--- src/logic/sleep_pkg.sv ---
// constants and state type for the sleep/transmit pin controller
//
// Overview of operation
// - rising pin edge starts a frame in synth-ready, a retry in auto-retry state
// - transmit triggers react to rising edges only, never to falls or levels
// - rising edge in busy auto-ack receive with slotted mode starts the ack
// - rising edge in radio idle enters sleep and stops the clock output
// - rising edge in deep-sleep prep enters deep sleep and stops clock output
// - low pin level in sleep or deep sleep returns to radio idle
// - device stays asleep while pin high, returns to radio idle on the fall
// - fast clock output keeps running 35 more cycles after sleep entry
// - slow clock output settings stop at once on sleep entry
// - leaving deep sleep resets the clock output rate to 1 MHz
// - register contents are held cleared while in deep sleep
// - reaching radio idle from reset, sleep or deep sleep raises wake-done
package sleep_pkg;
  localparam int unsigned CLK_HZ       = 40_000_000;
  localparam int unsigned F_1M_HZ      = 1_000_000;
  localparam int unsigned F_2M_HZ      = 2_000_000;
  localparam int unsigned F_4M_HZ      = 4_000_000;
  localparam int unsigned F_250K_HZ    = 250_000;
  localparam int unsigned F_62K5_HZ    = 62_500;
  localparam int unsigned DRAIN_CYCLES = 35;
  localparam int unsigned DIV_W        = 9;
  localparam int unsigned RATE_W       = 3;

  localparam logic [RATE_W-1:0] RATE_OFF   = 3'h0;
  localparam logic [RATE_W-1:0] RATE_1M    = 3'h1;
  localparam logic [RATE_W-1:0] RATE_2M    = 3'h2;
  localparam logic [RATE_W-1:0] RATE_4M    = 3'h3;
  localparam logic [RATE_W-1:0] RATE_250K  = 3'h4;
  localparam logic [RATE_W-1:0] RATE_62K5  = 3'h5;
  localparam logic [RATE_W-1:0] RATE_RESET = RATE_1M;

  localparam logic [DIV_W-1:0] HALF_1M   = DIV_W'(CLK_HZ / (2 * F_1M_HZ));
  localparam logic [DIV_W-1:0] HALF_2M   = DIV_W'(CLK_HZ / (2 * F_2M_HZ));
  localparam logic [DIV_W-1:0] HALF_4M   = DIV_W'(CLK_HZ / (2 * F_4M_HZ));
  localparam logic [DIV_W-1:0] HALF_250K = DIV_W'(CLK_HZ / (2 * F_250K_HZ));
  localparam logic [DIV_W-1:0] HALF_62K5 = DIV_W'(CLK_HZ / (2 * F_62K5_HZ));
  localparam logic [5:0]       DRAIN_RELOAD = 6'(DRAIN_CYCLES);

  typedef enum logic [7:0] {
    st_other       = 8'h01,
    st_idle        = 8'h02,
    st_synth_ready = 8'h04,
    st_auto_retry  = 8'h08,
    st_busy_aack   = 8'h10,
    st_deep_prep   = 8'h20,
    st_sleep       = 8'h40,
    st_deep_sleep  = 8'h80
  } trx_state_t;
endpackage : sleep_pkg

--- src/logic/sleep_tx_pin_control.sv ---
// sleep/transmit pin state control with gated clock output
`timescale 1ns/1ps
`default_nettype none
module sleep_tx_pin_control (
  input  wire logic                        mclk_i,
  input  wire logic                        reset_n_i,
  input  wire logic                        sleep_tx_pin_i,
  input  wire logic                        cmd_valid_i,
  input  wire sleep_pkg::trx_state_t       cmd_state_i,
  input  wire logic                        slotted_i,
  input  wire logic                        rate_wr_i,
  input  wire logic [sleep_pkg::RATE_W-1:0] rate_i,
  output logic                             clock_out_pin_o,
  output sleep_pkg::trx_state_t            state_o,
  output logic                             tx_start_o,
  output logic                             aret_start_o,
  output logic                             ack_start_o,
  output logic                             wake_done_o,
  output logic [sleep_pkg::RATE_W-1:0]     rate_o,
  output logic                             reg_clear_o
);
  import sleep_pkg::*;

  // --------------------------------------------------------------
  // reset release and pin synchroniser
  // --------------------------------------------------------------
  logic rst_meta_reg;
  logic rst_n;
  logic pin_meta_reg;
  logic pin_sync_reg;
  logic pin_prev_reg;
  logic rise;
  logic fall;

  always_ff @(posedge mclk_i or negedge reset_n_i) begin
    if (!reset_n_i) begin
      rst_meta_reg <= 1'b0;
      rst_n        <= 1'b0;
    end else begin
      rst_meta_reg <= 1'b1;
      rst_n        <= rst_meta_reg;
    end
  end

  // whole chain starts high so a pin already high at reset is no edge
  always_ff @(posedge mclk_i or negedge rst_n) begin
    if (!rst_n) begin
      pin_meta_reg <= 1'b1;
      pin_sync_reg <= 1'b1;
      pin_prev_reg <= 1'b1;
    end else begin
      pin_meta_reg <= sleep_tx_pin_i;
      pin_sync_reg <= pin_meta_reg;
      pin_prev_reg <= pin_sync_reg;
    end
  end

  assign rise = pin_sync_reg & ~pin_prev_reg;
  assign fall = ~pin_sync_reg & pin_prev_reg;

  // --------------------------------------------------------------
  // transceiver state
  // --------------------------------------------------------------
  trx_state_t state_reg;
  logic       asleep;
  logic       wake;
  logic       enter_sleep;
  logic       enter_deep;

  assign asleep      = (state_reg == st_sleep) || (state_reg == st_deep_sleep);
  assign wake        = asleep && !pin_sync_reg;
  assign enter_sleep = (state_reg == st_idle) && rise;
  assign enter_deep  = (state_reg == st_deep_prep) && rise;

  // pin wins over a core command in the same cycle
  always_ff @(posedge mclk_i or negedge rst_n) begin
    if (!rst_n) begin
      state_reg <= st_idle;
    end else if (enter_sleep) begin
      state_reg <= st_sleep;
    end else if (enter_deep) begin
      state_reg <= st_deep_sleep;
    end else if (wake) begin
      state_reg <= st_idle;
    end else if (cmd_valid_i && !asleep) begin
      state_reg <= cmd_state_i;
    end
  end

  // --------------------------------------------------------------
  // transmit triggers
  // --------------------------------------------------------------
  always_ff @(posedge mclk_i or negedge rst_n) begin
    if (!rst_n) begin
      tx_start_o   <= 1'b0;
      aret_start_o <= 1'b0;
      ack_start_o  <= 1'b0;
    end else begin
      tx_start_o   <= rise && (state_reg == st_synth_ready);
      aret_start_o <= rise && (state_reg == st_auto_retry);
      ack_start_o  <= rise && (state_reg == st_busy_aack) && slotted_i;
    end
  end

  // --------------------------------------------------------------
  // wake-done event and register clear
  // --------------------------------------------------------------
  logic boot_reg;

  always_ff @(posedge mclk_i or negedge rst_n) begin
    if (!rst_n) begin
      boot_reg    <= 1'b1;
      wake_done_o <= 1'b0;
      reg_clear_o <= 1'b0;
      state_o     <= st_idle;
    end else begin
      boot_reg    <= 1'b0;
      wake_done_o <= boot_reg || wake;
      reg_clear_o <= enter_deep || ((state_reg == st_deep_sleep) && !wake);
      state_o     <= state_reg;
    end
  end

  // --------------------------------------------------------------
  // clock output rate setting
  // --------------------------------------------------------------
  logic [RATE_W-1:0] rate_reg;
  logic              slow_rate;

  assign slow_rate = (rate_reg == RATE_250K) || (rate_reg == RATE_62K5);

  always_ff @(posedge mclk_i or negedge rst_n) begin
    if (!rst_n) begin
      rate_reg <= RATE_RESET;
    end else if (state_reg == st_deep_sleep) begin
      rate_reg <= RATE_RESET;
    end else if (rate_wr_i) begin
      rate_reg <= rate_i;
    end
  end

  always_ff @(posedge mclk_i or negedge rst_n) begin
    if (!rst_n) begin
      rate_o <= RATE_RESET;
    end else begin
      rate_o <= rate_reg;
    end
  end

  // --------------------------------------------------------------
  // clock output divider and stop logic
  // --------------------------------------------------------------
  function automatic logic [DIV_W-1:0] half_of(input logic [RATE_W-1:0] r);
    case (r)
      RATE_2M:   half_of = HALF_2M;
      RATE_4M:   half_of = HALF_4M;
      RATE_250K: half_of = HALF_250K;
      RATE_62K5: half_of = HALF_62K5;
      default:   half_of = HALF_1M;
    endcase
  endfunction : half_of

  logic [DIV_W-1:0] div_reg;
  logic [5:0]       drain_reg;
  logic             clk_reg;
  logic             tick;
  logic             run;

  // a rate change mid-phase ends that phase early rather than wrapping the divider
  assign tick = (div_reg >= half_of(rate_reg) - 9'h001);
  // the host may be clocked from this pin, so it needs time to park
  assign run  = (rate_reg != RATE_OFF) && (!asleep || drain_reg != 6'h00);

  always_ff @(posedge mclk_i or negedge rst_n) begin
    if (!rst_n) begin
      drain_reg <= 6'h00;
    end else if (enter_sleep || enter_deep) begin
      drain_reg <= slow_rate ? 6'h00 : DRAIN_RELOAD;
    end else if (!asleep) begin
      drain_reg <= 6'h00;
    end else if (drain_reg != 6'h00 && tick && clk_reg) begin
      drain_reg <= drain_reg - 6'h01;
    end
  end

  // drained stop lands on a low phase, no runt pulse; a slow-rate stop forces the output low at once
  always_ff @(posedge mclk_i or negedge rst_n) begin
    if (!rst_n) begin
      div_reg <= '0;
      clk_reg <= 1'b0;
    end else if ((enter_sleep || enter_deep) && slow_rate) begin
      div_reg <= '0;
      clk_reg <= 1'b0;
    end else if (!run) begin
      div_reg <= '0;
      clk_reg <= 1'b0;
    end else if (tick) begin
      div_reg <= '0;
      clk_reg <= ~clk_reg;
    end else begin
      div_reg <= div_reg + 9'h001;
    end
  end

  always_ff @(posedge mclk_i or negedge rst_n) begin
    if (!rst_n) begin
      clock_out_pin_o <= 1'b0;
    end else begin
      clock_out_pin_o <= clk_reg;
    end
  end
endmodule : sleep_tx_pin_control
`default_nettype wire

--- config.mk ---
export PLATFORM = sky130hd
export DESIGN_NAME = sleep_tx_pin_control
export DESIGN_NICKNAME = d
export VERILOG_FILES = /design/src/logic/sleep_pkg.sv /design/src/logic/sleep_tx_pin_control.sv
export SDC_FILE = /design/constraint.sdc
export NUM_CORES = 1
export LEC_CHECK = 0
export BUFFER_PORTS_ARGS = -buffer_cell sky130_fd_sc_hd__buf_2
export CAP_MARGIN = 20
export CORE_UTILIZATION = 45
export DETAILED_ROUTE_END_ITERATION = 10
export PLACE_DENSITY = 0.68
export SLEW_MARGIN = 10
export SYNTH_ARGS = -nofsm -noshare
export SYNTH_HDL_FRONTEND = slang
export SYNTH_SLANG_ARGS = --single-unit
--- constraint.sdc ---
create_clock -name mclk_i -period 1.4 [get_ports mclk_i]
set_input_delay 0.28 -clock mclk_i [delete_from_list [all_inputs] [get_ports mclk_i]]
set_output_delay 0.28 -clock mclk_i [all_outputs]
set_load 0.02 [all_outputs]
==> Word-level counts from Yosys, hierarchy flattened <==
Index checks and enable logic that the tools add are counted.
{ "classes": {"addsub": 3, "multipliers": 0, "div": 0, "magnitude_cmp": 1, "eq_ne": 13, "shift": 0, "n_mux": 17, "n_bitwise": 3, "n_reduce_logical": 26} }
{ "ops": {"columns": ["op", "n"], "rows": [
  ["case mux 9 bit (4 select lines)", 1],
  ["two-way mux 8 bit", 4],
  ["two-way mux 9 bit", 3],
  ["two-way mux 6 bit", 4],
  ["logical AND 1 bit", 13],
  ["adder 9 x 1 -> 9 bit, second input constant", 1],
  ["greater-or-equal comparator 9 bit", 1],
  ["subtractor 9 x 1 -> 9 bit, second input constant", 1],
  ["== test 8 x 2 -> 1 bit, second input constant", 1],
  ["== test 8 x 3 -> 1 bit, second input constant", 1],
  ["== test 8 x 4 -> 1 bit, second input constant", 1],
  ["== test 8 x 5 -> 1 bit, second input constant", 1],
  ["== test 8 x 6 -> 1 bit, second input constant", 1],
  ["== test 8 x 7 -> 1 bit, second input constant", 1],
  ["== test 8 bit, second input constant", 1],
  ["== test 3 x 2 -> 1 bit, second input constant", 2],
  ["== test 3 bit, second input constant", 2],
  ["logical OR 1 bit", 6],
  ["two-way mux 3 bit", 2],
  ["nonzero test 6 bit", 1],
  ["subtractor 6 x 1 -> 6 bit, second input constant", 1],
  ["nonzero test 4 bit", 1],
  ["logical NOT 1 bit", 3],
  ["two-way mux 1 bit", 3],
  ["other kinds (6)", 7]
]} }
{ "word_totals": {"ff_bits": 50, "latch_bits": 0, "mem_bits_rw": 0, "rom_bits": 0, "in_bits": 17, "output_inout_bits": 17, "wordCells": 82, "mem_count": 0} }

==> Longest topological paths before layout <==
Gate-level depths: netlist of the first run.
{ "logic_depth": {"ltp_word": 9, "mapped_depth": 15, "mapped_depth_nobuf": 14} }

==> Worst setup path after synthesis of the first run <==
No wires, ideal clock.
{ "synth_timing": {"path_type": "register -> register", "start": "register rate_reg[0]", "end": "register drain_reg[5]", "setup_ns": 0.121, "arrival_time_ns": 2.618, "required_ns": 1.279, "slack_ns": -1.339, "stages_incl_launch_ff": 13, "n_path_buf": 1, "synth_period_minus_slack_ns": 2.739, "path_cell_list": "dfstp_2 clkbuf_1 nand3b_1 ha_1 nand2_1 nand2_1 ha_1 a21oi_1 nor2_1 a211oi_1 a21oi_1 o22a_1 o22a_1"} }
{ "synth_between": {"elab_chain_len": 7, "word_cells_on_any_way": 13, "cone_classes": "1 x add/sub; 1 x order compare; 5 x eq/ne; 3 x mux; 3 x reduce/logical"} }
{ "synth_lines": {"columns": ["item", "line", "rtl"], "rows": [
  ["start, declared", "sleep_tx_pin_control.sv:127", "logic [RATE_W-1:0] rate_reg;"],
  ["start signal, assigned", "sleep_tx_pin_control.sv:138", "rate_reg <= rate_i;"],
  ["== test 3 bit or == test 3 x 2 -> 1 bit (tied branches)", "sleep_tx_pin_control.sv:130, sleep_tx_pin_control.sv:154", null],
  ["case mux 9 bit (4 select lines)", "sleep_tx_pin_control.sv:154", "case (r)"],
  ["subtractor 9 x 1 -> 9 bit", "sleep_tx_pin_control.sv:170", "assign tick = (div_reg >= half_of(rate_reg) - 9'h001);"],
  ["greater-or-equal comparator 9 bit", "sleep_tx_pin_control.sv:170", null],
  ["logical AND 1 bit (2 in a row)", "sleep_tx_pin_control.sv:181", "end else if (drain_reg != 6'h00 && tick && clk_reg) begin"],
  ["inequality test 3 x 1 -> 1 bit (no line)", null, null],
  ["end signal, assigned", "sleep_tx_pin_control.sv:178", "drain_reg <= slow_rate ? 6'h00 : DRAIN_RELOAD;"],
  ["end signal, assigned", "sleep_tx_pin_control.sv:182", "drain_reg <= drain_reg - 6'h01;"],
  ["end, declared", "sleep_tx_pin_control.sv:164", "logic [5:0] drain_reg;"]
]} }
Several ways; a longest one is shown, not always the timed one.
A chain may end at the register's enable or synchronous reset.

==> Worst setup path after layout of the first run <==
Same ends and word-level chain as after synthesis.

==> results.md, run 1 <==
* Core area at 0.00482 mm2
* Tot Pwr at about 3800 uW
* Critical path, cell by cell: nand3b_1 -> ha_2 -> xnor2_1 -> ha_1 -> a21oi_1 -> o21ai_2 -> a21oi_4 -> a21oi_4 -> o22a_1 -> o22a_1
* DR pass1 iterations at 4
* Power Density at between 1000 and 1500 mW/mm2
* Placer Congestion at 0.846
* Layout Skew at 0.00825 ns
* Ys async rst share at between 90% and 100%
* Max Fclk at around 410 MHz
* Gr ovfl total at 0
* H-Tree Depth at 2
* Largest net degree at the start of global routing at 27
* Initial antenna violation count at 0
* Final nets at 339
* Seq/Total Area, Yosys at between 50 and 60%
* Fin crit share at 172%
* Crit Path Class: reg2reg
* TritonCTS clock tree: done
* Syn Inst Count at around 210
* CTS sink cnt at 50
* Die width at 73.3 um
* Max-Cap Viols at 0
* Status: finished, violations left
* Routed len/inst at 14.1 um
* # rows at 25
* Flip-flop and latch count after synthesis at 50
* Post-synth EDFFs at 0
* Peak VDD IR at approximately 0.69 mV
* Slew Limit Fails at 0
* Vias per cell at just under 5
* CP Launch Type: flip-flop
* Initial core utilization at a little under half
* CP peak stage delay at just under 0.6 ns
* Post-detailed-route count of antenna-violating nets at 0
* Clock Latency Late Sink at ~0.31 ns
* Leak at between 0.0015 and 0.002 uW
* Diode count at 0
* Remaining DRCs at 0
* Iteration-0 DRC Markers at 89
* First-pass GRT wire length at between 8000 and 9000 um
* Most frequent cells in the layout: buf_4, dfrtp_1, buf_2
* Worst path slowest cell: dfstp_2
* Main synth FF type: dfrtp_1
* Netlist cell types at 42
* Syn. warnings at 0
* DRT Wirelength at approximately 5300 um
* Post-DP HPWL at 3450 um
* Most common cell after layout, fill and taps aside: buf_4
* Clock Root Buffer: clkbuf_8
* CTS Buf Count at 5
* CP Data Arrival Time at between 2 and 3 ns
* Final Hold Violating Endpoints at 0
* Final Non-Filler Cells at 378
* CP Capture Type: flip-flop
* Crit path max-delay family: compound AO/OA/AOI/OAI gates
* Number of global-route vias before repair at around 1,800
* Die Span Y at roughly 73 um
* Crit path max fanout at 8
* Layout cell share with drive strength beyond 1 at ~53%
* Failing checks: setup timing
* RSZ-0062 raised after global routing: yes
* Largest register FFs at 9
* CP required at 1.61 ns
* GRT Total Usage at between 20 and 25%
* Port Buffer Count at 33
* Clk pin slew, worst setup/hold paths at ~0.09 ns
* Area Overhead vs Synth at 47.9%
* Setup WS post-layout at -1.01 ns
* Mapped cell area at ~0.0023 mm2
* Avg Cell Area, Syn at roughly 11 um2
* Clock Tree Buf Depth at 2
* Buf/Inv on CP at 0
* DR vias at 1,875
* Placed cells at approximately 360
* Full die area at 0.00537 mm2
* Minimum clock period at between 2 and 2.5 ns
* HP Class: in2reg
* Top Ports at 34
* Setup Viol. Count Final at 25
## final timing paths
| check | from | to | slack [ns] | depth (start not counted) |
|---|---|---|---|---|
| worst max-delay path | rate_reg[0] | drain_reg[5] | -1.01 | 10 |
| worst min-delay path | sleep_tx_pin_i | pin_meta_reg | 0.06 | 1 |
| worst max register to register | rate_reg[0] | drain_reg[5] | -1.01 | 10 |
| worst min register to register | rst_n | state_o[2] | 0.25 | 1 |
| max in group asynchronous | rst_n | rate_reg[0] | 0.82 | 1 |
| min in group asynchronous | rst_n | state_o[2] | 0.25 | 1 |
## per-layer routing
metal	vias up	GRT usage (%)	wire length [um]
met3	9	4.53	152
li1	928	-	-
met5	-	0	0
met2	34	34.4	2700
met1	904	26.4	2390
met4	0	7.26	92
## cell usage after synthesis (3+ instances only)
library cell	count	area share, %
nand3_1	14	3.1
o21ai_0	3	0.66
nand2b_1	6	1.6
nor2b_1	3	0.82
or3_1	3	0.82
dfrtp_1	42	46
inv_1	6	0.98
a21oi_1	12	2.6
xnor2_1	6	2.3
mux2i_1	5	2.2
dfstp_2	8	9.2
xor2_1	7	2.7
nor2_1	25	4.1
and3_1	3	0.82
nand2_1	15	2.5
ha_1	12	6.6
nor3b_1	3	0.98
## power by group
group | switching, uW | total, uW | internal, uW | leakage [uW]
sequential | 118 | 1740 | 1620 | 0.000614
combinational | 605 | 1180 | 576 | 0.000952
clock | 506 | 914 | 407 | 0.0000514
## final cells by class
class | instances | area, um2
timing repair buffer | 98 | 682
tap | 67 | 83.8
clock inverter | 2 | 17.5
inverter | 6 | 22.5
sequential | 50 | 1270
fill | 367 | 1430
clock buffer | 6 | 82.6
multi-input combinational | 149 | 1230
## timing repair
item                                    CTS  global route
gates resized for setup                  33            25
endpoints found under the setup margin   29            32
gates cloned                              0             0
hold endpoints to repair                  2             0
pin swaps                                17            11
hold buffers                              1             0
buffers inserted                          4             6
## per-stage QoR
step	util [%]	TNS [ns]	hold WS, ns	worst slack (ns)	instance area (um2)
finish	70.2	-17.90	0.0628	-1.01	3380
global route	70.2	-20.23	0.0464	-1.15	3380
CTS	67.3	-17.45	0.0563	-1.02	3240
detailed placement	61.6	-18.88	0.0669	-1.11	2970
global placement	61.6	-17.69	0.0649	-1.03	2970
floorplan	-	-15.85	-0.0156	-1.01	2340
## logic make-up after synthesis
| logic type | after synthesis | share of synthesized area [%] |
|---|---|---|
| AO/OA/AOI/OAI | 30 | 8.86 |
| XOR/XNOR | 13 | 4.98 |
| adder cells (fa/ha/maj) | 12 | 6.56 |
| buffers and inverters | 10 | 2.30 |
| flip-flops | 50 | 55.1 |
| multiplexers | 5 | 2.19 |
| other | 2 | 0.328 |
| AND/OR/NAND/NOR | 86 | 19.6 |
(Power assumes the default switching activity.)
==> run 2: changes to the inputs <==
--- a/config.mk
+++ b/config.mk
@@ -7,9 +7,9 @@
 export LEC_CHECK = 0
 export BUFFER_PORTS_ARGS = -buffer_cell sky130_fd_sc_hd__buf_2
 export CAP_MARGIN = 20
-export CORE_UTILIZATION = 45
+export CORE_UTILIZATION = 50
 export DETAILED_ROUTE_END_ITERATION = 10
-export PLACE_DENSITY = 0.68
+export PLACE_DENSITY = 0.76
 export SLEW_MARGIN = 10
 export SYNTH_ARGS = -nofsm -noshare
 export SYNTH_HDL_FRONTEND = slang
==> results.md, run 2 (synthesis gave the netlist of run 1 again) <==
* Final nets at about 340
* Initial antenna violation count at 0
* Full die area at a little under 0.005 mm2
* Layout cell share with drive strength beyond 1 at roughly 54%
* Sequential share of power at a little over two fifths
* DR pass1 iterations at 4
* H-Tree Depth at 2
* Largest register FFs at 9
* CP Capture Type: flip-flop
* Setup Viol. Count Final at 29
* # rows at 24
* Die Span Y at ~70 um
* Area of the multi-input gates at between 0.001 and 0.0015 mm2
* Clk pin slew, worst setup/hold paths at about 0.10 ns
* Max-Cap Viols at 0
* RSZ-0062 raised after global routing: yes
* Setup WS post-layout at -1.22 ns
* Reg-to-reg critical path startpoint: rate_reg[0]
* Minimum clock period at 2.62 ns
* Peak VDD IR at 0.818 mV
* Final Non-Filler Cells at ~370
* Sw Ratio at 31.5%
* Clock Latency Late Sink at around 0.31 ns
* Leak at around 0.0017 uW
* CP required at ~1.6 ns
* P_sw at about 1300 uW
* Failing checks: setup timing
* Largest net degree at the start of global routing at 35
* Register Area at about 0.0013 mm2
* Die width at around 70 um
* Initial core utilization at about 52%
* Dpl cell area at slightly below 0.003 mm2
* Power Density at 1200 mW/mm2
* Max Fclk at roughly 380 MHz
* Area Overhead vs Synth at 51.1%
* Placed cells at 342
* CP Data Arrival Time at approximately 2.9 ns
* Remaining DRCs at 0
* Slew Limit Fails at 0
* Pre-CTS WS at -1.16 ns
* First-pass GRT wire length at about 9500 um
* Final Cell Area at roughly 0.0035 mm2
* Placer Congestion at just under 0.8
* Crit path from: rate_reg[0]
* Final Hold Violating Endpoints at 0
* Iteration-0 DRC Markers at between 100 and 150
* Clock share of power at about a quarter
* Status: finished, violations left
* Routed len/inst at about 17 um
* Crit path max fanout at 8
* Post-detailed-route count of antenna-violating nets at 0
* DRT Wirelength at between 6000 and 7000 um
* Clock Root Buffer: clkbuf_8
* Core area at between 0.004 and 0.005 mm2
* Min-Delay Startpoint: sleep_tx_pin_i
* Port Buffer Count at 33
* Diode count at 0
* Fin crit share at 187%
* Internal Power at approximately 2800 uW
* WHS at 0.0553 ns
* Gr ovfl total at 0
* Most common cell after layout, fill and taps aside: buf_4
* CTS Buf Count at 5
* Top Ports at 34
* Vias per cell at 5.52
* CTS sink cnt at 50
* Layout Skew at 0.0174 ns
* Most frequent cells in the layout: buf_4, dfrtp_1, buf_2
* Gate power share at about a third
* Post-DP HPWL at 3570 um
* CP Launch Type: flip-flop
* # fillers at 238
* GRT Total Usage at approximately 26%
* Crit Path Class: reg2reg
* Clock Tree Buf Depth at 2
* Number of global-route vias before repair at around 2,100
* HP Class: in2reg
* DR vias at 2,027
* TritonCTS clock tree: done
-- run 2: changes by cell type in the layout (fill, tap and decap cells not counted), sizes merged --
| cell | before | now |
|---|---|---|
| clkinv | 2 | 0 |
| inv | 6 | 7 |
| bufinv | 0 | 1 |
| or2 | 1 | 2 |
| buf | 97 | 100 |
-- run 2: per-layer routing --
layer | vias to the layer above | track usage [%] | share of wire [%] | routed length [um]
met1 | 998 | 30.9 | 39 | 2480
li1 | 934 | - | - | -
met3 | 19 | 6.10 | 5.6 | 356
met5 | - | 0 | 0 | 0
met4 | 0 | 12.2 | 2.9 | 187
met2 | 76 | 43.9 | 52 | 3330
-- run 2: critical path, stage by stage, from the launching register on --
cell      delay [ns]
dfstp_2         0.60
nand3b_1        0.16
ha_4            0.22
xor2_1          0.15
nand2_1         0.11
nand2_2         0.10
ha_4            0.20
a21oi_2         0.15
nor2_2          0.06
a21oi_4         0.21
a21oi_4         0.12
a31oi_1         0.27
o22a_1          0.18
-- run 2: stage by stage --
stage | TNS (ns) | total power, uW | util (%)
after floorplan | -15.85 | 2310 | -
after global placement | -17.42 | 2710 | 66.9
after detailed placement | -19.74 | 2760 | 66.9
after CTS | -18.66 | 3950 | 73.8
after global routing | -23.28 | 4360 | 78.8
final | -20.79 | 4150 | 78.8
-- run 2: layout make-up --
type                       instances  share of cell area, %
clock buffer                       6                   2.39
timing repair buffer             101                   21.2
tap                               52                   1.88
multi-input combinational        150                   36.2
sequential                        50                   36.6
inverter                           6                  0.652
clock inverter                     2                   1.12
-- run 2: power by group through the flow --
stage	combinational, uW	sequential (uW)	clock (uW)
2_1_floorplan	452	1860	0
3_3_place_gp	951	1760	0
3_5_place_dp	995	1760	0
4_1_cts	1110	1740	1110
5_1_grt	1420	1770	1170
6_report	1310	1750	1090
-- run 2: final timing paths --
check | end | slack, ns | depth (start not counted)
max | drain_reg[5] | -1.22 | 12
min | pin_meta_reg | 0.06 | 1
max reg2reg | drain_reg[5] | -1.22 | 12
min reg2reg | wake_done_o | 0.18 | 0
max in group asynchronous | rate_o[0] | 0.66 | 1
min in group asynchronous | wake_done_o | 0.18 | 0
-- run 2: what timing repair did --
action / CTS / global route
gates resized for setup: 26 / 36
hold endpoints to repair: 2 / 0
pin swaps: 18 / 25
hold buffers: 1 / 0
setup buffers: 9 / 6
endpoints found under the setup margin: 28 / 31
gates cloned: 0 / 1
